## src/design/spcm_pkg.sv

```systemverilog
// Constants for the EEPROM-to-configuration-space field loader
package spcm_pkg;
  // EEPROM word addresses
  localparam logic [7:0] EE_SLOT_P0 = 8'h60;
  localparam logic [7:0] EE_SLOT_P1 = 8'h62;
  localparam logic [7:0] EE_SLOT_P2 = 8'h64;
  localparam logic [7:0] EE_TL_P0 = 8'h68;
  // Values held until a word is loaded (top seven bits of a slot word are the TC map)
  localparam logic [15:0] SLOT_DFLT_P0 = 16'hfe02;
  localparam logic [15:0] SLOT_DFLT_P1 = 16'hfe12;
  localparam logic [15:0] SLOT_DFLT_P2 = 16'hfe22;
  localparam logic [15:0] TL_DFLT_P0 = 16'h0376;
  // Bit positions inside a slot word
  localparam int W_IMPL = 0;
  localparam int W_REFCLK = 1;
  localparam int W_DSI = 2;
  localparam int W_LOW_PRIORITY_VC_COUNT = 3;
  localparam int W_PNUM_LO = 4;
  localparam int W_TC_LO = 9;
  // Bit positions inside the transaction-layer word
  localparam int T_PDIS = 0;
  localparam int T_RSEL = 1;
  localparam int T_CLKPM = 2;
  localparam int T_PCIPM = 4;
  localparam int T_ASPM = 5;
  // Configuration-space offsets
  localparam logic [11:0] CFG_SLOT_CAP = 12'h0c0;
  localparam logic [11:0] CFG_SLOT_CLK = 12'h0d0;
  localparam logic [11:0] CFG_PM_CAP = 12'h040;
  localparam logic [11:0] CFG_VC_CAP = 12'h144;
  localparam logic [11:0] CFG_LINK_CAP = 12'h0cc;
  localparam logic [11:0] CFG_VC0_MAP = 12'h154;
  localparam logic [11:0] CFG_TL_CTRL = 12'h08c;
  localparam logic [11:0] CFG_L1SS_CAP = 12'h244;
  // Bit positions inside configuration-space dwords
  localparam int C_IMPL = 24;
  localparam int C_REFCLK = 28;
  localparam int C_DSI = 21;
  localparam int C_LOW_PRIORITY_VC_COUNT = 4;
  localparam int C_PNUM_LO = 24;
  localparam int C_TC_LO = 1;
  localparam int C_PDIS = 10;
  localparam int C_RSEL = 11;
  localparam int C_CLKPM = 18;
  localparam int C_PCIPM = 1;
  localparam int C_ASPM = 3;
  // APB register byte addresses
  localparam logic [11:0] A_CTRL = 12'h000;
  localparam logic [11:0] A_STATUS = 12'h004;
  localparam logic [11:0] A_SLOT0 = 12'h008;
  localparam logic [11:0] A_SLOT1 = 12'h00c;
  localparam logic [11:0] A_SLOT2 = 12'h010;
  localparam logic [11:0] A_TL0 = 12'h014;
  localparam logic CTRL_LOAD_EN_RST = 1'b1;
endpackage

```

## src/design/spcm_field_if.sv

```systemverilog
// Interfaces that carry the loaded field values to the mapping logic
interface spcm_slot_if;
  logic slot_impl;
  logic ref_clk;
  logic dsi_req;
  logic low_priority_vc_count;
  logic [2:0] port_num;
  logic [6:0] tc_map;
  modport src (output slot_impl, ref_clk, dsi_req, low_priority_vc_count,
    port_num, tc_map);
  modport dst (input slot_impl, ref_clk, dsi_req, low_priority_vc_count,
    port_num, tc_map);
endinterface

interface spcm_tl_if;
  logic port_disable;
  logic reset_sel;
  logic clock_pm;
  logic pcipm_l1_1_support;
  logic aspm_l1_1_support;
  modport src (output port_disable, reset_sel, clock_pm,
    pcipm_l1_1_support, aspm_l1_1_support);
  modport dst (input port_disable, reset_sel, clock_pm,
    pcipm_l1_1_support, aspm_l1_1_support);
endinterface

```

## src/design/spcm_slot_map.sv

```systemverilog
// Holder for one port's slot word, loaded once after reset
module spcm_slot_map #(
  parameter logic [15:0] DFLT = spcm_pkg::SLOT_DFLT_P1
) (
  input wire logic clk_i,
  input wire logic rst_i,
  input wire logic load_i,
  input wire logic [15:0] word_i,
  output logic loaded_o,
  spcm_slot_if.src fld
);
  logic [15:0] word_reg;
  logic loaded_reg;
  wire logic take = load_i & ~loaded_reg;

  always_ff @(posedge clk_i) begin
    if (rst_i) begin
      word_reg <= DFLT;
      loaded_reg <= 1'b0;
    end else if (take) begin
      word_reg <= word_i;
      loaded_reg <= 1'b1;
    end
  end

  // Field split of the stored word
  assign loaded_o = loaded_reg;
  assign fld.slot_impl = word_reg[spcm_pkg::W_IMPL];
  assign fld.ref_clk = word_reg[spcm_pkg::W_REFCLK];
  assign fld.dsi_req = word_reg[spcm_pkg::W_DSI];
  assign fld.low_priority_vc_count = word_reg[spcm_pkg::W_LOW_PRIORITY_VC_COUNT];
  assign fld.port_num = word_reg[spcm_pkg::W_PNUM_LO +: 3];
  assign fld.tc_map = word_reg[spcm_pkg::W_TC_LO +: 7];

  a_slot_dflt_reset: assert property (@(posedge clk_i)
    rst_i |=> (word_reg == DFLT) && !loaded_reg)
    else $error("slot word not at default after reset");
  a_slot_load_cap: assert property (@(posedge clk_i)
    disable iff (rst_i)
    load_i && !loaded_reg |=> word_reg == $past(word_i) && loaded_reg)
    else $error("slot word not captured on first load");
  a_slot_load_once: assert property (@(posedge clk_i)
    disable iff (rst_i) loaded_reg |=> $stable(word_reg) && loaded_reg)
    else $error("slot word changed after it was loaded");
endmodule

```

## src/design/spcm_tl_map.sv

```systemverilog
// Holder for the port 0 transaction-layer control word
module spcm_tl_map (
  input wire logic clk_i,
  input wire logic rst_i,
  input wire logic load_i,
  input wire logic [15:0] word_i,
  output logic loaded_o,
  spcm_tl_if.src fld
);
  logic [15:0] word_reg;
  logic loaded_reg;

  always_ff @(posedge clk_i) begin
    if (rst_i) begin
      word_reg <= spcm_pkg::TL_DFLT_P0;
      loaded_reg <= 1'b0;
    end else if (load_i && !loaded_reg) begin
      word_reg <= word_i;
      loaded_reg <= 1'b1;
    end
  end

  // Field split of the stored word
  assign loaded_o = loaded_reg;
  assign fld.port_disable = word_reg[spcm_pkg::T_PDIS];
  assign fld.reset_sel = word_reg[spcm_pkg::T_RSEL];
  assign fld.clock_pm = word_reg[spcm_pkg::T_CLKPM];
  assign fld.pcipm_l1_1_support = word_reg[spcm_pkg::T_PCIPM];
  assign fld.aspm_l1_1_support = word_reg[spcm_pkg::T_ASPM];

  a_tl_dflt_reset: assert property (@(posedge clk_i)
    rst_i |=> word_reg == spcm_pkg::TL_DFLT_P0)
    else $error("control word not at default after reset");
  a_tl_load_once: assert property (@(posedge clk_i)
    disable iff (rst_i) loaded_reg && load_i |=> $stable(word_reg))
    else $error("control word reloaded");
endmodule

```

## src/design/spcm_top.sv

```systemverilog
// Top of the EEPROM word to per-port configuration field loader
// What this block does
// - Word 62h bit0 to port1 C0h bit24
// - Word 64h bit0 to port2 C0h bit24
// - Slot word bit1 to D0h bit28
// - Slot word bit2 to 40h bit21
// - Slot word bit3 to 144h bit4
// - Slot word bits6:4 to CCh bits26:24
// - Slot word bits15:9 to 154h bits7:1
// - Port 2 uses port 1 layout
// - Word 68h bits1:0 to 8Ch bits11:10
// - Word 68h bit2 to port0 CCh bit18
// - Word 68h bits5:4 to 244h bits3,1
// - Port 0 slot word is 60h
//
// Decided for this implementation: register access over APB and the register addresses.
module spcm_top (
  input wire logic CLK_I,
  input wire logic SYS_RST_I,
  input wire logic EE_WORD_VALID_I,
  input wire logic [7:0] EE_ADDR_I,
  input wire logic [15:0] EE_DATA_I,
  input wire logic EE_LOAD_DONE_I,
  input wire logic CFG_RD_I,
  input wire logic [1:0] CFG_PORT_I,
  input wire logic [11:0] CFG_OFFSET_I,
  output logic [31:0] CFG_RDATA_O,
  output logic CFG_RVALID_O,
  input wire logic PSEL_I,
  input wire logic PENABLE_I,
  input wire logic PWRITE_I,
  input wire logic [11:0] PADDR_I,
  input wire logic [31:0] PWDATA_I,
  output logic [31:0] PRDATA_O,
  output logic PREADY_O,
  output logic PSLVERR_O
);
  // Maps one slot word onto the dword at a configuration offset
  function automatic logic [31:0] spcm_slot_cfg(input logic [11:0] off,
                                                input logic [15:0] w);
    logic [31:0] r;
    r = 32'h0;
    case (off)
      spcm_pkg::CFG_SLOT_CAP: r[spcm_pkg::C_IMPL] = w[spcm_pkg::W_IMPL];
      spcm_pkg::CFG_SLOT_CLK: r[spcm_pkg::C_REFCLK] = w[spcm_pkg::W_REFCLK];
      spcm_pkg::CFG_PM_CAP: r[spcm_pkg::C_DSI] = w[spcm_pkg::W_DSI];
      spcm_pkg::CFG_VC_CAP: r[spcm_pkg::C_LOW_PRIORITY_VC_COUNT] = w[spcm_pkg::W_LOW_PRIORITY_VC_COUNT];
      spcm_pkg::CFG_LINK_CAP: begin
        r[spcm_pkg::C_PNUM_LO +: 3] = w[spcm_pkg::W_PNUM_LO +: 3];
      end
      spcm_pkg::CFG_VC0_MAP: begin
        r[spcm_pkg::C_TC_LO +: 7] = w[spcm_pkg::W_TC_LO +: 7];
      end
      default: r = 32'h0;
    endcase
    return r;
  endfunction

  // Rebuilds a slot word from its carried fields
  function automatic logic [15:0] spcm_pack(input logic [6:0] tc,
                                            input logic [2:0] pn,
                                            input logic [3:0] low);
    return {tc, 2'b00, pn, low};
  endfunction

  spcm_slot_if slot0 ();
  spcm_slot_if slot1 ();
  spcm_slot_if slot2 ();
  spcm_tl_if tl0 ();

  logic load_en_reg;
  logic done_reg;
  logic [31:0] prdata_reg;
  logic [31:0] cfg_rdata_reg;
  logic cfg_rvalid_reg;
  logic [3:0] loaded;

  // Load strobes per EEPROM word, closed by control bit or end of load
  wire logic ee_open = EE_WORD_VALID_I & load_en_reg & ~done_reg;
  wire logic ld_p0 = ee_open & (EE_ADDR_I == spcm_pkg::EE_SLOT_P0);
  wire logic ld_p1 = ee_open & (EE_ADDR_I == spcm_pkg::EE_SLOT_P1);
  wire logic ld_p2 = ee_open & (EE_ADDR_I == spcm_pkg::EE_SLOT_P2);
  wire logic ld_tl = ee_open & (EE_ADDR_I == spcm_pkg::EE_TL_P0);

  spcm_slot_map #(.DFLT(spcm_pkg::SLOT_DFLT_P0)) u_slot0 (
    .clk_i(CLK_I),
    .rst_i(SYS_RST_I),
    .load_i(ld_p0),
    .word_i(EE_DATA_I),
    .loaded_o(loaded[0]),
    .fld(slot0.src)
  );
  spcm_slot_map #(.DFLT(spcm_pkg::SLOT_DFLT_P1)) u_slot1 (
    .clk_i(CLK_I),
    .rst_i(SYS_RST_I),
    .load_i(ld_p1),
    .word_i(EE_DATA_I),
    .loaded_o(loaded[1]),
    .fld(slot1.src)
  );
  spcm_slot_map #(.DFLT(spcm_pkg::SLOT_DFLT_P2)) u_slot2 (
    .clk_i(CLK_I),
    .rst_i(SYS_RST_I),
    .load_i(ld_p2),
    .word_i(EE_DATA_I),
    .loaded_o(loaded[2]),
    .fld(slot2.src)
  );
  spcm_tl_map u_tl0 (
    .clk_i(CLK_I),
    .rst_i(SYS_RST_I),
    .load_i(ld_tl),
    .word_i(EE_DATA_I),
    .loaded_o(loaded[3]),
    .fld(tl0.src)
  );

  // Slot words rebuilt from the field carriers
  wire logic [15:0] w0 = spcm_pack(slot0.tc_map, slot0.port_num,
    {slot0.low_priority_vc_count, slot0.dsi_req, slot0.ref_clk,
     slot0.slot_impl});
  wire logic [15:0] w1 = spcm_pack(slot1.tc_map, slot1.port_num,
    {slot1.low_priority_vc_count, slot1.dsi_req, slot1.ref_clk,
     slot1.slot_impl});
  wire logic [15:0] w2 = spcm_pack(slot2.tc_map, slot2.port_num,
    {slot2.low_priority_vc_count, slot2.dsi_req, slot2.ref_clk,
     slot2.slot_impl});

  // Selection of the addressed port
  wire logic port_ok = (CFG_PORT_I != 2'd3);
  wire logic [15:0] sel_word = (CFG_PORT_I == 2'd0) ? w0 :
                               (CFG_PORT_I == 2'd1) ? w1 :
                               (CFG_PORT_I == 2'd2) ? w2 : 16'h0000;

  // port disable and reset select dword
  wire logic [31:0] tl_ctrl = {20'h0, tl0.reset_sel, tl0.port_disable,
                               10'h000};
  wire logic [31:0] tl_link = {13'h0000, tl0.clock_pm, 18'h00000};
  wire logic [31:0] tl_l1ss = {28'h0000000, tl0.aspm_l1_1_support, 1'b0,
                               tl0.pcipm_l1_1_support, 1'b0};
  wire logic [31:0] tl_cfg =
    (CFG_OFFSET_I == spcm_pkg::CFG_TL_CTRL) ? tl_ctrl :
    (CFG_OFFSET_I == spcm_pkg::CFG_LINK_CAP) ? tl_link :
    (CFG_OFFSET_I == spcm_pkg::CFG_L1SS_CAP) ? tl_l1ss : 32'h0;
  wire logic [31:0] cfg_next = !port_ok ? 32'h0 :
    spcm_slot_cfg(CFG_OFFSET_I, sel_word) |
    ((CFG_PORT_I == 2'd0) ? tl_cfg : 32'h0);

  // Registered configuration read answer
  always_ff @(posedge CLK_I) begin
    if (SYS_RST_I) begin
      cfg_rdata_reg <= 32'h0;
      cfg_rvalid_reg <= 1'b0;
    end else begin
      cfg_rvalid_reg <= CFG_RD_I;
      if (CFG_RD_I) begin
        cfg_rdata_reg <= cfg_next;
      end
    end
  end
  assign CFG_RDATA_O = cfg_rdata_reg;
  assign CFG_RVALID_O = cfg_rvalid_reg;

  // APB decode
  wire logic apb_setup = PSEL_I & ~PENABLE_I;
  wire logic apb_acc = PSEL_I & PENABLE_I;
  wire logic hit_ctrl = (PADDR_I == spcm_pkg::A_CTRL);
  wire logic hit_stat = (PADDR_I == spcm_pkg::A_STATUS);
  wire logic hit_s0 = (PADDR_I == spcm_pkg::A_SLOT0);
  wire logic hit_s1 = (PADDR_I == spcm_pkg::A_SLOT1);
  wire logic hit_s2 = (PADDR_I == spcm_pkg::A_SLOT2);
  wire logic hit_tl = (PADDR_I == spcm_pkg::A_TL0);
  wire logic mapped = hit_ctrl | hit_stat | hit_s0 | hit_s1 | hit_s2 |
                      hit_tl;
  wire logic [15:0] tl_word = {10'h000, tl0.aspm_l1_1_support,
    tl0.pcipm_l1_1_support, 1'b0, tl0.clock_pm, tl0.reset_sel,
    tl0.port_disable};
  wire logic [31:0] rd_mux =
    hit_ctrl ? {31'h0, load_en_reg} :
    hit_stat ? {27'h0, done_reg, loaded} :
    hit_s0 ? {16'h0, w0} :
    hit_s1 ? {16'h0, w1} :
    hit_s2 ? {16'h0, w2} :
    hit_tl ? {16'h0, tl_word} : 32'h0;

  // Control register and load window; loaded fields are never writable
  always_ff @(posedge CLK_I) begin
    if (SYS_RST_I) begin
      load_en_reg <= spcm_pkg::CTRL_LOAD_EN_RST;
      done_reg <= 1'b0;
    end else begin
      if (apb_acc && PWRITE_I && hit_ctrl) begin
        load_en_reg <= PWDATA_I[0];
      end
      if (EE_LOAD_DONE_I) begin
        done_reg <= 1'b1;
      end
    end
  end

  // Read data captured in the setup cycle
  always_ff @(posedge CLK_I) begin
    if (SYS_RST_I) begin
      prdata_reg <= 32'h0;
    end else if (apb_setup) begin
      prdata_reg <= PWRITE_I ? 32'h0 : rd_mux;
    end
  end
  assign PRDATA_O = prdata_reg;
  assign PREADY_O = 1'b1;
  assign PSLVERR_O = apb_acc & ~mapped;

  a_c0_slot_p1: assert property (
    @(posedge CLK_I) disable iff (SYS_RST_I)
    CFG_RD_I && CFG_PORT_I == 2'd1 && CFG_OFFSET_I == 12'h0c0 |=>
    CFG_RDATA_O[24] == $past(slot1.slot_impl) && CFG_RVALID_O)
    else $error("port 1 slot implemented bit wrong");
  a_c0_slot_p2: assert property (
    @(posedge CLK_I) disable iff (SYS_RST_I)
    CFG_RD_I && CFG_PORT_I == 2'd2 && CFG_OFFSET_I == 12'h0c0 |=>
    CFG_RDATA_O[24] == $past(slot2.slot_impl))
    else $error("port 2 slot implemented bit wrong");
  a_d0_ref_clk: assert property (
    @(posedge CLK_I) disable iff (SYS_RST_I)
    CFG_RD_I && port_ok && CFG_OFFSET_I == 12'h0d0 |=>
    CFG_RDATA_O == {3'b000, $past(sel_word[1]), 28'h0000000})
    else $error("reference clock bit wrong");
  a_pm_dsi_bit: assert property (
    @(posedge CLK_I) disable iff (SYS_RST_I)
    CFG_RD_I && port_ok && CFG_OFFSET_I == 12'h040 |=>
    CFG_RDATA_O[21] == $past(sel_word[2]))
    else $error("device specific init bit wrong");
  a_vc_low_priority_vc_count_bit: assert property (
    @(posedge CLK_I) disable iff (SYS_RST_I)
    CFG_RD_I && port_ok && CFG_OFFSET_I == 12'h144 |=>
    CFG_RDATA_O[4] == $past(sel_word[3]))
    else $error("low priority channel bit wrong");
  a_cc_port_num: assert property (
    @(posedge CLK_I) disable iff (SYS_RST_I)
    CFG_RD_I && port_ok && CFG_OFFSET_I == 12'h0cc |=>
    CFG_RDATA_O[26:24] == $past(sel_word[6:4]))
    else $error("port number field wrong");
  a_vc0_tc_map: assert property (
    @(posedge CLK_I) disable iff (SYS_RST_I)
    CFG_RD_I && port_ok && CFG_OFFSET_I == 12'h154 |=>
    CFG_RDATA_O[7:1] == $past(sel_word[15:9]) && CFG_RDATA_O[0] == 1'b0)
    else $error("traffic class map wrong");
  a_tl_ctrl_map: assert property (
    @(posedge CLK_I) disable iff (SYS_RST_I)
    CFG_RD_I && CFG_PORT_I == 2'd0 && CFG_OFFSET_I == 12'h08c |=>
    CFG_RDATA_O[11:10] == $past({tl0.reset_sel, tl0.port_disable}))
    else $error("port disable or reset select wrong");
  a_cc_clock_pm: assert property (
    @(posedge CLK_I) disable iff (SYS_RST_I)
    CFG_RD_I && CFG_OFFSET_I == 12'h0cc |=>
    CFG_RDATA_O[18] == ($past(CFG_PORT_I) == 2'd0 && $past(tl0.clock_pm)))
    else $error("clock power management bit wrong");
  a_l1ss_bits: assert property (
    @(posedge CLK_I) disable iff (SYS_RST_I)
    CFG_RD_I && CFG_PORT_I == 2'd0 && CFG_OFFSET_I == 12'h244 |=>
    CFG_RDATA_O[3:0] == {$past(tl0.aspm_l1_1_support), 1'b0,
                         $past(tl0.pcipm_l1_1_support), 1'b0})
    else $error("substate support bits wrong");
  a_apb_ro_slot: assert property (
    @(posedge CLK_I) disable iff (SYS_RST_I)
    apb_acc && PWRITE_I && !EE_WORD_VALID_I |=> $stable(w1))
    else $error("software write changed a loaded field");
  // Read answer one cycle after the request
  a_rvalid_pulse: assert property (
    @(posedge CLK_I) disable iff (SYS_RST_I)
    1'b1 |=> CFG_RVALID_O == $past(CFG_RD_I))
    else $error("configuration read answer not one cycle late");
  a_load_closed: assert property (
    @(posedge CLK_I) disable iff (SYS_RST_I)
    done_reg |=> $stable(loaded))
    else $error("word taken after the load finished");
  a_load_off: assert property (
    @(posedge CLK_I) disable iff (SYS_RST_I)
    !load_en_reg |=> $stable(loaded))
    else $error("word taken while loading was switched off");
  a_ro_no_err: assert property (
    @(posedge CLK_I) disable iff (SYS_RST_I)
    apb_acc && PWRITE_I && PADDR_I == 12'h00c |-> !PSLVERR_O)
    else $error("write to a read-only word flagged as error");

  c_load_p1: cover property (@(posedge CLK_I) disable iff (SYS_RST_I)
    ld_p1 ##1 CFG_RD_I && CFG_PORT_I == 2'd1);
  c_load_tl: cover property (@(posedge CLK_I) disable iff (SYS_RST_I)
    ld_tl ##1 loaded[3]);
  c_ctrl_off: cover property (@(posedge CLK_I) disable iff (SYS_RST_I)
    apb_acc && PWRITE_I && hit_ctrl && !PWDATA_I[0]);
  c_unmapped: cover property (@(posedge CLK_I) disable iff (SYS_RST_I)
    PSLVERR_O);
  c_dup_refused: cover property (@(posedge CLK_I) disable iff (SYS_RST_I)
    ld_p1 && loaded[1]);
endmodule

```

## config.mk

```make
export PLATFORM = sky130hd
export DESIGN_NAME = spcm_top
export DESIGN_NICKNAME = d
export VERILOG_FILES = /design/src/design/spcm_pkg.sv /design/src/design/spcm_field_if.sv /design/src/design/spcm_slot_map.sv /design/src/design/spcm_tl_map.sv /design/src/design/spcm_top.sv
export SDC_FILE = /design/constraint.sdc
export NUM_CORES = 1
export LEC_CHECK = 0
export BUFFER_PORTS_ARGS = -buffer_cell sky130_fd_sc_hd__buf_2
export CORE_MARGIN = 2
export CORE_UTILIZATION = 45
export CTS_BUF_LIST = sky130_fd_sc_hd__clkbuf_8
export DETAILED_ROUTE_END_ITERATION = 10
export PLACE_DENSITY_LB_ADDON = 0.3
export SLEW_MARGIN = 10
export SYNTH_ARGS = -nofsm -noshare
export SYNTH_HDL_FRONTEND = slang
export SYNTH_SLANG_ARGS = --single-unit
```

## constraint.sdc

```tcl
create_clock -name CLK_I -period 3.4 [get_ports CLK_I]
set_input_delay 0.51 -clock CLK_I [delete_from_list [all_inputs] [get_ports CLK_I]]
set_output_delay 0.51 -clock CLK_I [all_outputs]
set_load 0.03 [all_outputs]
```

=== Word-level counts from Yosys, hierarchy flattened ===
Index checks and enable logic that the tools add are counted.

* Eq/ne operators: 20
* Reductions and logical operators: 6
* Bitwise operators: 24
* Multiplexer cells: 22

{| class="wikitable"
|+ Operators by type and width
! kind !! count
|-
| 2-to-1 mux 16 bit || 9
|-
| 2-to-1 mux 19 bit || 3
|-
| equality test 12 x 8 -> 1 bit (second input constant) || 4
|-
| equality test 8 x 7 -> 1 bit (second input constant) || 4
|-
| 2-to-1 mux 29 bit || 1
|-
| OR 29 x 19 -> 29 bit || 1
|-
| equality test 12 x 4 -> 1 bit (second input constant) || 2
|-
| equality test 12 x 5 -> 1 bit (second input constant) || 2
|-
| equality test 12 x 9 -> 1 bit (second input constant) || 2
|-
| AND 1 bit || 12
|-
| equality test 12 x 10 -> 1 bit (second input constant) || 1
|-
| equality test 12 x 3 -> 1 bit (second input constant) || 1
|-
| equality test 12 x 7 -> 1 bit (second input constant) || 1
|-
| logical NOT 12 bit || 1
|-
| 2-to-1 mux 3 bit || 2
|-
| 2-to-1 mux 6 bit || 1
|-
| NOT 1 bit || 6
|-
| OR 1 bit || 5
|-
| 2-to-1 mux 4 bit || 1
|-
| case mux 1 bit (2 select lines) || 2
|-
| logical AND 1 bit || 3
|-
| equality test 2 x 1 -> 1 bit (second input constant) || 1
|-
| equality test 2 bit (second input constant) || 1
|-
| logical NOT 2 bit || 1
|-
| other kinds (4) || 5
|}

* Output and inout port bits: 67
* Word-level logic and storage cells: 85
* Flip-flop bits (word level): 125

=== Depth between registers and ports, before layout ===
Gate-level depths: netlist of the first run.

* Depth in word-level cells: 8
* Depth in mapped cells: 6
* Mapped depth without buffers: 4

=== By module ===
A second synthesis of the first run with hierarchy kept.

* Cell total of the unflattened synthesis: 512
* Area, all modules: 4634.4 um^2

{| class="wikitable"
|+ By module, submodules not included
! module !! cells each !! area each (um^2) !! times used !! sequential area each (um^2)
|-
| spcm_top || 291 || 2476.1 || 1 || 640.6
|-
| spcm_slot_map at u_slot1 ... || 65 || 636.9 || 2 || 300.3
|-
| spcm_slot_map at u_slot0 || 65 || 634.4 || 1 || 300.3
|-
| spcm_tl_map || 26 || 250.2 || 1 || 120.1
|}

=== Worst setup path before layout of the first run ===
OpenSTA, ideal clock, no wires.

* Path kind: input to output
* Start: input port PADDR_I[1]
* End: output port PSLVERR_O
* Required time: 2.890 ns
* Stages: 3
* Slack: 1.333 ns
* Path buffers: 0
* Arrival: 1.557 ns
* Cell sequence: or4_4 nor3_4 a21oi_1

* Longest elaborated chain between the ends: 8
* Elaborated cells between the ends (all ways): 13
* Those cells by class: eq/ne (5); bitwise (7); reduce/logical (1)

{| class="wikitable"
|+ Ends and longest elaborated chain
! what !! line !! text
|-
| start, declared || spcm_top.sv:32 || <nowiki>input wire logic [11:0] PADDR_I,</nowiki>
|-
| equality test 12 x 3 -> 1 bit / logical NOT 12 bit (equally long branches) || spcm_top.sv:168, spcm_top.sv:167 ||
|-
| OR 1 bit (4 in a row) || spcm_top.sv:173 || <nowiki>wire logic mapped = hit_ctrl | hit_stat | hit_s0 | hit_s1 | hit_s2 |</nowiki>
|-
| OR 1 bit (*) || spcm_top.sv:173 ||
|-
| NOT 1 bit (*) || spcm_top.sv:211 || <nowiki>assign PSLVERR_O = apb_acc & ~mapped;</nowiki>
|-
| AND 1 bit (*) || spcm_top.sv:211 ||
|-
| end, declared || spcm_top.sv:36 || <nowiki>output logic PSLVERR_O</nowiki>
|}

Every way passes the cells marked *; elsewhere a longest branch is shown, timed or not.

=== Final worst setup path of the first run ===
Same ends and word-level chain as after synthesis.

==> impl_metrics.toml, run 1 <==
[layout]
largest_register_ffs = 15
instances_no_fill = 694
fill_cells = 872
syn_to_final_growth_pct = 14.0
nNetsFinal = 651
antenna_cells = 0
drive_above_1_share = 0.212

[place]
dpl_worst_slack_ps = 1110
placedCellCount = 679
dp_hpwl_um = 7670
port_buffers = 87
routabilityCongestion = 0.786

[floorplan]
dieHeight_um = 102
rows = 35
start_util = 0.463
die_area_um2 = 10300
io_pins = 157
die_w_um = 102
core_region_area_um2 = 9240

[yosys]
yosysMostFrequentCell = "dfxtp_1"
netlist.top_cell.by_area = "dfxtp_1"
avgSynthCellArea_um2 = 8.82
ys_seq_area_frac = 0.388
synth_edf_count = 0
synth_area_leaders = "dfxtp_1 (39%), mux2i_1 (16%), buf_4 (6.3%)"
netlist_area_um2 = 4280
synthTopCellsByCount = "dfxtp_1 (83), mux2i_1 (70), nand2_1 (65)"
async_flop_share = 0
ys_types = 54
synthFlopType = "dfxtp_1"
ys_warn_count = 0
synthCells = 485
synth_seq_cells = 83
synth_top_cell_area_share = 0.388

[detailed_routing]
wl_met1_um = 4690
vias_per_cell = 5.24
route.vias.total = 3634
first_pass_iters = 5
antenna_left = 0
wl_met3_um = 485
drc = 0
drt_iter0_drc = 146
wl_um = 10900
routedWlPerCell_um = 15.7
wl_met2_um = 5430
top_layer = "met4"

[critical_path]
cp.required_ps = 2890
cp-end-kind = "primary output"
crit_path_start_kind = "input pin"
arrival_ps = 1750
critPathMaxFanout = 6
worstSetupPathType = "input pin to primary output"
reg2regPathDepth = 5

[power]
vdd_drop_max_mv = 0.192
power_density_nw_per_um2 = 403
p_leak_nw = 2.30

[timing]
setup_viol = 0
fin_crit_sh = 0.666
slew_headroom = 0.524
finClkSkew_ps = 11.2
finalWorstSetupSlack_ps = 1140
slew_violations = 0
max_freq_mhz = 442
tightest_slew_ps = 711
finalHoldViolations = 0
rsz0062_at_grt = "false"
period_minus_slack_ps = 2260
finalSetupTns_ps = 0

[global_route]
grt_usage = 0.214
grt-ovfl-total = 0
antenna_found_initial = 0
grt_pass1_wl_um = 17100
grt_pass1_vias = 3579
grt_max_degree = 49

[clock_tree]
cts-buffers-inserted = 9
cts_tree = "yes"
post_cts_resized = 0
cts-root-buf = "clkbuf_8"
cts_hold_buf = 0
cts_sinks = 83
post-cts-setup-buffers = 0
clock_path_buffers = 2
clock_latency_ps = 350
path_clk_slew_ps = 80
htreeDepth = 3

[run]
maxCapViolations = 0

[outcome]
status = "completed"

[worst_hold_path]
hp-class = "input pin to flip-flop"
min_path_cells = 3
==> metal layers <==
metal,vias to the layer above,track usage
met1,1714,0.257
met3,22,0.0304
met5,-,0
li1,1788,-
met2,110,0.381
met4,0,0.0894
==> power by group <==
| group | switching, mW | total [mW] | internal (mW) |
|---|---|---|---|
| logic | 0.156 | 0.216 | 0.0594 |
| clock network | 0.351 | 0.778 | 0.427 |
| registers | 0.00123 | 0.974 | 0.973 |
| total | 0.508 | 1.97 | 1.46 |
==> layout by cell type (no fill, tap or decap), drive strengths merged, types with 3 or more instances in the layout <==
cell type	count
buf	94
dfxtp	83
mux2i	70
nand2	65
nor2	41
conb	36
a21oi	34
inv	18
nand3	14
o2bb2ai	14
clkbuf	10
o31ai	7
nor4	7
nand2b	5
o22ai	5
a32oi	5
or4	4
nor4b	4
o21ai	4
a22o	3
nor3	3
==> per-stage QoR <==
stage	power [mW]	util	area, um2	hold WS, ps
2_1_floorplan	1.17	-	4410	439
3_3_place_gp	1.21	0.505	4660	438
3_5_place_dp	1.21	0.505	4660	439
4_1_cts	1.98	0.528	4880	361
5_1_grt	2.03	0.528	4880	363
6_report	1.97	0.528	4880	366
==> cell families (layout without fill, tap and decap cells) <==
logic type	after synthesis	count (layout)	share of synthesized area
AOI/OAI and AO/OA	83	83	0.131
buffers and inverters	81	127	0.108
DFF	83	83	0.388
muxes	71	71	0.166
other	2	36	0.00176
and+or+nand+nor	165	165	0.205
==> area by class of cell <==
type                            count  area [um2]  share of cell area
Sequential cell                    83        1660               0.341
Clock inverter                      5        78.8              0.0162
Timing Repair Buffer               94         488               0.100
Multi-Input combinational cell    355        2280               0.468
Clock buffer                       10         138              0.0282
Tap cell                          129         161              0.0331
Inverter                           18        67.6              0.0138
==> worst paths after layout <==
| path | start | endpoint | slack, ps |
|---|---|---|---|
| hold reg to reg | CFG_RDATA_O[28] | CFG_RDATA_O[28] | 450 |
| setup reg to reg | load_en_reg | u_slot0.word_reg[9] | 1780 |
| hold / removal | EE_LOAD_DONE_I | done_reg | 370 |
| setup / recovery | PADDR_I[1] | PSLVERR_O | 1140 |
==> critical path, stage by stage <==
cell and delay [ps]:
buf_2 100, or4_4 570, nor3_4 290, a21oi_1 100, buf_2 190
Power figures use the tool's default switching activity.
==> run 2, diff against run 1 <==
==> constraint.sdc (replaced) <==
create_clock -name CLK_I -period 2 [get_ports CLK_I]
set_input_delay 0.3 -clock CLK_I [delete_from_list [all_inputs] [get_ports CLK_I]]
set_output_delay 0.3 -clock CLK_I [all_outputs]
set_load 0.03 [all_outputs]
==> run 2 against run 1 <==
  * Register-to-register slack worse by 1300 ps
  * Core utilization up 1.3 points
  * Highest routed layer unchanged
  * Sequential share of layout area down 0.80 points
  * Worst hold slack worse by 210 ps
  * Worst setup slack worse by 970 ps
  * Sequential power up 70%
  * Cell count up 2.3%
  * Count of clock-buffer cells in the layout down 1
  * Design area up 2.4%
  * Combinational power up 75%
  * Largest cell class unchanged
  * Clock power up 66%
==> impl_metrics.toml, run 2 (synthesis gave the netlist of run 1 again) <==
[layout]
fill_cells = 885
largest_register_ffs = 15
nNetsFinal = 666
syn_to_final_growth_pct = 16.8
final_common_cell = "buf_2"
drive_above_1_share = 0.232
final_cell_mix = "buf_2 (87), dfxtp_1 (83), mux2i_1 (70)"
antenna_cells = 0
finish.utilization = 0.541
final_area_um2 = 5000

[floorplan]
io_pins = 157
dieHeight_um = 102
die_w_um = 102
core_region_area_um2 = 9240
start_util = 0.463
rows = 35
die_area_um2 = 10300

[timing]
tightest_slew_ps = 635
finClkSkew_ps = 10.2
fin_crit_sh = 0.918
finalSetupTns_ps = 0
slew_violations = 0
finalHoldViolations = 0
period_minus_slack_ps = 1840
holdWs_ps = 152
rsz0062_at_grt = "false"
finalWorstSetupSlack_ps = 163
setup_viol = 0
slew_headroom = 0.577
max_freq_mhz = 544

[critical_path]
cp.required_ps = 1700
worstSetupPathType = "input pin to primary output"
cp-end-kind = "primary output"
crit_path_start_kind = "input pin"
critPathMaxFanout = 5
arrival_ps = 1540

[global_route]
grt_pass1_wl_um = 17300
grt_usage = 0.217
grt_pass1_vias = 3509
antenna_found_initial = 0
grt-ovfl-total = 0
grt_max_degree = 48

[place]
routabilityCongestion = 0.827
dpl_worst_slack_ps = 45.6
port_buffers = 87
dp_hpwl_um = 7900
place_area_um2 = 4790

[detailed_routing]
route.vias.total = 3718
antenna_left = 0
wl_um = 10900
drt_iter0_drc = 194
vias_per_cell = 5.24
routedWlPerCell_um = 15.4
first_pass_iters = 4
drc = 0

[power]
power_density_nw_per_um2 = 666
vdd_drop_max_mv = 0.397
p_leak_nw = 2.38

[clock_tree]
post-cts-setup-buffers = 0
cts-buffers-inserted = 9
cts_tree = "yes"
clock_path_buffers = 2
cts_sinks = 83
cts_hold_buf = 0
htreeDepth = 3
cts-root-buf = "clkbuf_8"
path_clk_slew_ps = 80
post_cts_resized = 0
clock_latency_ps = 360

[outcome]
status = "completed"

[run]
maxCapViolations = 0

[worst_hold_path]
hp-class = "input pin to flip-flop"
## run 2: report_power, final
| group | switching (mW) | leakage (nW) | internal (mW) |
|---|---|---|---|
| sequential | 0.00191 | 0.670 | 1.65 |
| clock | 0.603 | 0.112 | 0.690 |
| combinational | 0.266 | 1.60 | 0.112 |
| total | 0.871 | 2.38 | 2.46 |
## run 2: metal layers
layer | vias to the layer above | track usage | routed length, um
met1 | 1768 | 0.280 | 4780
met5 | - | 0 | 0
met3 | 18 | 0.0366 | 537
li1 | 1819 | - | -
met4 | 0 | 0.0904 | 225
met2 | 113 | 0.358 | 5370
## run 2: cell type report
| type | count | area (um2) | share of cell area |
|---|---|---|---|
| Clock inverter | 7 | 85.1 | 0.0170 |
| Sequential cell | 83 | 1660 | 0.333 |
| Tap cell | 129 | 161 | 0.0323 |
| Timing Repair Buffer | 109 | 613 | 0.123 |
| Inverter | 18 | 67.6 | 0.0135 |
| Clock buffer | 9 | 124 | 0.0248 |
| Multi-Input combinational cell | 355 | 2280 | 0.457 |
## run 2: metrics by stage
stage | instances | power [mW]
global placement | 694 | 2.06
global route | 710 | 3.46
detailed placement | 694 | 2.07
CTS | 710 | 3.35
floorplan | 519 | 1.99
finish | 710 | 3.33
## run 2: final timing paths
kind                  startpoint                    to  slack [ps]  cells after the start
setup / recovery      PADDR_I[1]             PSLVERR_O         160                      6
hold / removal    EE_LOAD_DONE_I              done_reg         150                      3
hold reg to reg      PRDATA_O[6]           PRDATA_O[6]         450                      2
setup reg to reg     load_en_reg  u_slot0.word_reg[15]         470                      5
## run 2: worst max-delay path: stages
cell and delay [ps]:
buf_2 100, or4_4 570, nor3_4 190, buf_4 150, a21oi_1 60, buf_2 170
==> run 3, diff against run 2 <==
--- a/config.mk
+++ b/config.mk
@@ -8,7 +8,7 @@
 export BUFFER_PORTS_ARGS = -buffer_cell sky130_fd_sc_hd__buf_2
 export CORE_MARGIN = 2
 export CORE_UTILIZATION = 45
-export CTS_BUF_LIST = sky130_fd_sc_hd__clkbuf_8
+export CTS_BUF_LIST = sky130_fd_sc_hd__clkbuf_4 sky130_fd_sc_hd__clkbuf_8
 export DETAILED_ROUTE_END_ITERATION = 10
 export PLACE_DENSITY_LB_ADDON = 0.3
 export SLEW_MARGIN = 10
==> run 3 against run 2 <==
  * Power up 1.3%
  * Wire length up 1.5%
  * Sequential power about the same
  * Worst setup slack worse by 0.62 ps
  * Sequential share of layout area about the same
  * Critical endpoint unchanged
  * Combinational power about the same
  * Count of clock-buffer cells in the layout up 2
  * Worst hold slack worse by 2.2 ps
  * Critical path depth unchanged
  * Register-to-register slack about the same
==> impl_metrics.toml, run 3 (synthesis gave the netlist of run 1 again) <==
[outcome]
status = "completed"

[clock_tree]
clock_latency_ps = 360
path_clk_slew_ps = 80
cts-root-buf = "clkbuf_8"
clock_path_buffers = 2
post-cts-setup-buffers = 0
post_cts_resized = 0
cts-buffers-inserted = 9
cts_sinks = 83
htreeDepth = 3
cts_hold_buf = 0
cts_tree = "yes"

[power]
vdd_drop_max_mv = 0.398
power_density_nw_per_um2 = 673
p_leak_nw = 2.38

[floorplan]
rows = 35
dieHeight_um = 102
start_util = 0.463
die_area_um2 = 10300
io_pins = 157
core_region_area_um2 = 9240
die_w_um = 102

[place]
routabilityCongestion = 0.827
port_buffers = 87
dp_hpwl_um = 7900

[layout]
antenna_cells = 0
drive_above_1_share = 0.236
nNetsFinal = 666
largest_register_ffs = 15
final_cell_mix = "buf_2 (87), dfxtp_1 (83), mux2i_1 (70)"
fill_cells = 886
final_common_cell = "buf_2"
syn_to_final_growth_pct = 17.0
finish.utilization = 0.542

[timing]
period_minus_slack_ps = 1840
finClkSkew_ps = 10.6
slew_violations = 0
tightest_slew_ps = 632
fin_crit_sh = 0.919
rsz0062_at_grt = "false"
finalHoldViolations = 0
setup_viol = 0
finalSetupTns_ps = 0
max_freq_mhz = 544
slew_headroom = 0.576

[critical_path]
critPathMaxFanout = 5
arrival_ps = 1540
worstSetupPathType = "input pin to primary output"
crit_path_start_kind = "input pin"
cp.required_ps = 1700
cp-end-kind = "primary output"

[global_route]
met3_usage = 0.0366
grt_usage = 0.218
grt-ovfl-total = 0
grtUsageMet2 = 0.360
grt-busiest-layer = "met2"
grt_pass1_vias = 3521
grt_max_degree = 48
use_met1 = 0.280
grt_pass1_wl_um = 17300
antenna_found_initial = 0

[detailed_routing]
drt_iter0_drc = 209
vias_per_cell = 5.34
antenna_left = 0
wl_um = 11100
drc = 0
route.vias.total = 3790
routedWlPerCell_um = 15.6
first_pass_iters = 5

[run]
maxCapViolations = 0

[worst_hold_path]
hp-class = "input pin to flip-flop"
-- run 3: worst paths after layout --
path	startpoint	end	slack, ps	depth (start not counted)
worst max-delay path	PADDR_I[1]	PSLVERR_O	160	6
worst min-delay path	EE_LOAD_DONE_I	done_reg	150	3
worst max register to register	load_en_reg	u_slot0.word_reg[15]	460	5
worst min register to register	PRDATA_O[6]	PRDATA_O[6]	450	2
-- run 3: critical path: stages --
cell     delay (ps)
buf_2           100
or4_4           570
nor3_4          190
buf_4           150
a21oi_1          60
buf_2           170
-- run 3: report_power, final --
part | switching, mW | internal, mW
logic | 0.268 | 0.112
clock network | 0.606 | 0.728
registers | 0.00192 | 1.65
total | 0.876 | 2.49
-- run 3: per-stage QoR --
step,setup WS (ps),hold WS [ps],instances,area (um2),power [mW]
6_report,163,150,710,5000,3.37
2_1_floorplan,172,375,519,4410,1.99
3_3_place_gp,64.1,437,694,4790,2.06
4_1_cts,163,151,710,5000,3.39
3_5_place_dp,45.6,443,694,4790,2.07
5_1_grt,124,165,710,5000,3.49
-- run 3: final cells by class --
type	instances	area, um2	area share
multi-input combinational	355	2280	0.456
timing repair buffer	109	613	0.123
tap	129	161	0.0323
clock inverter	5	77.6	0.0155
sequential	83	1660	0.332
inverter	18	67.6	0.0135
clock buffer	11	139	0.0278
-- run 3: metal layers --
metal / up-vias / wire length [um]
met4: 0 / 244
met3: 22 / 609
met2: 149 / 5420
met1: 1798 / 4800
met5: - / 0
li1: 1821 / -
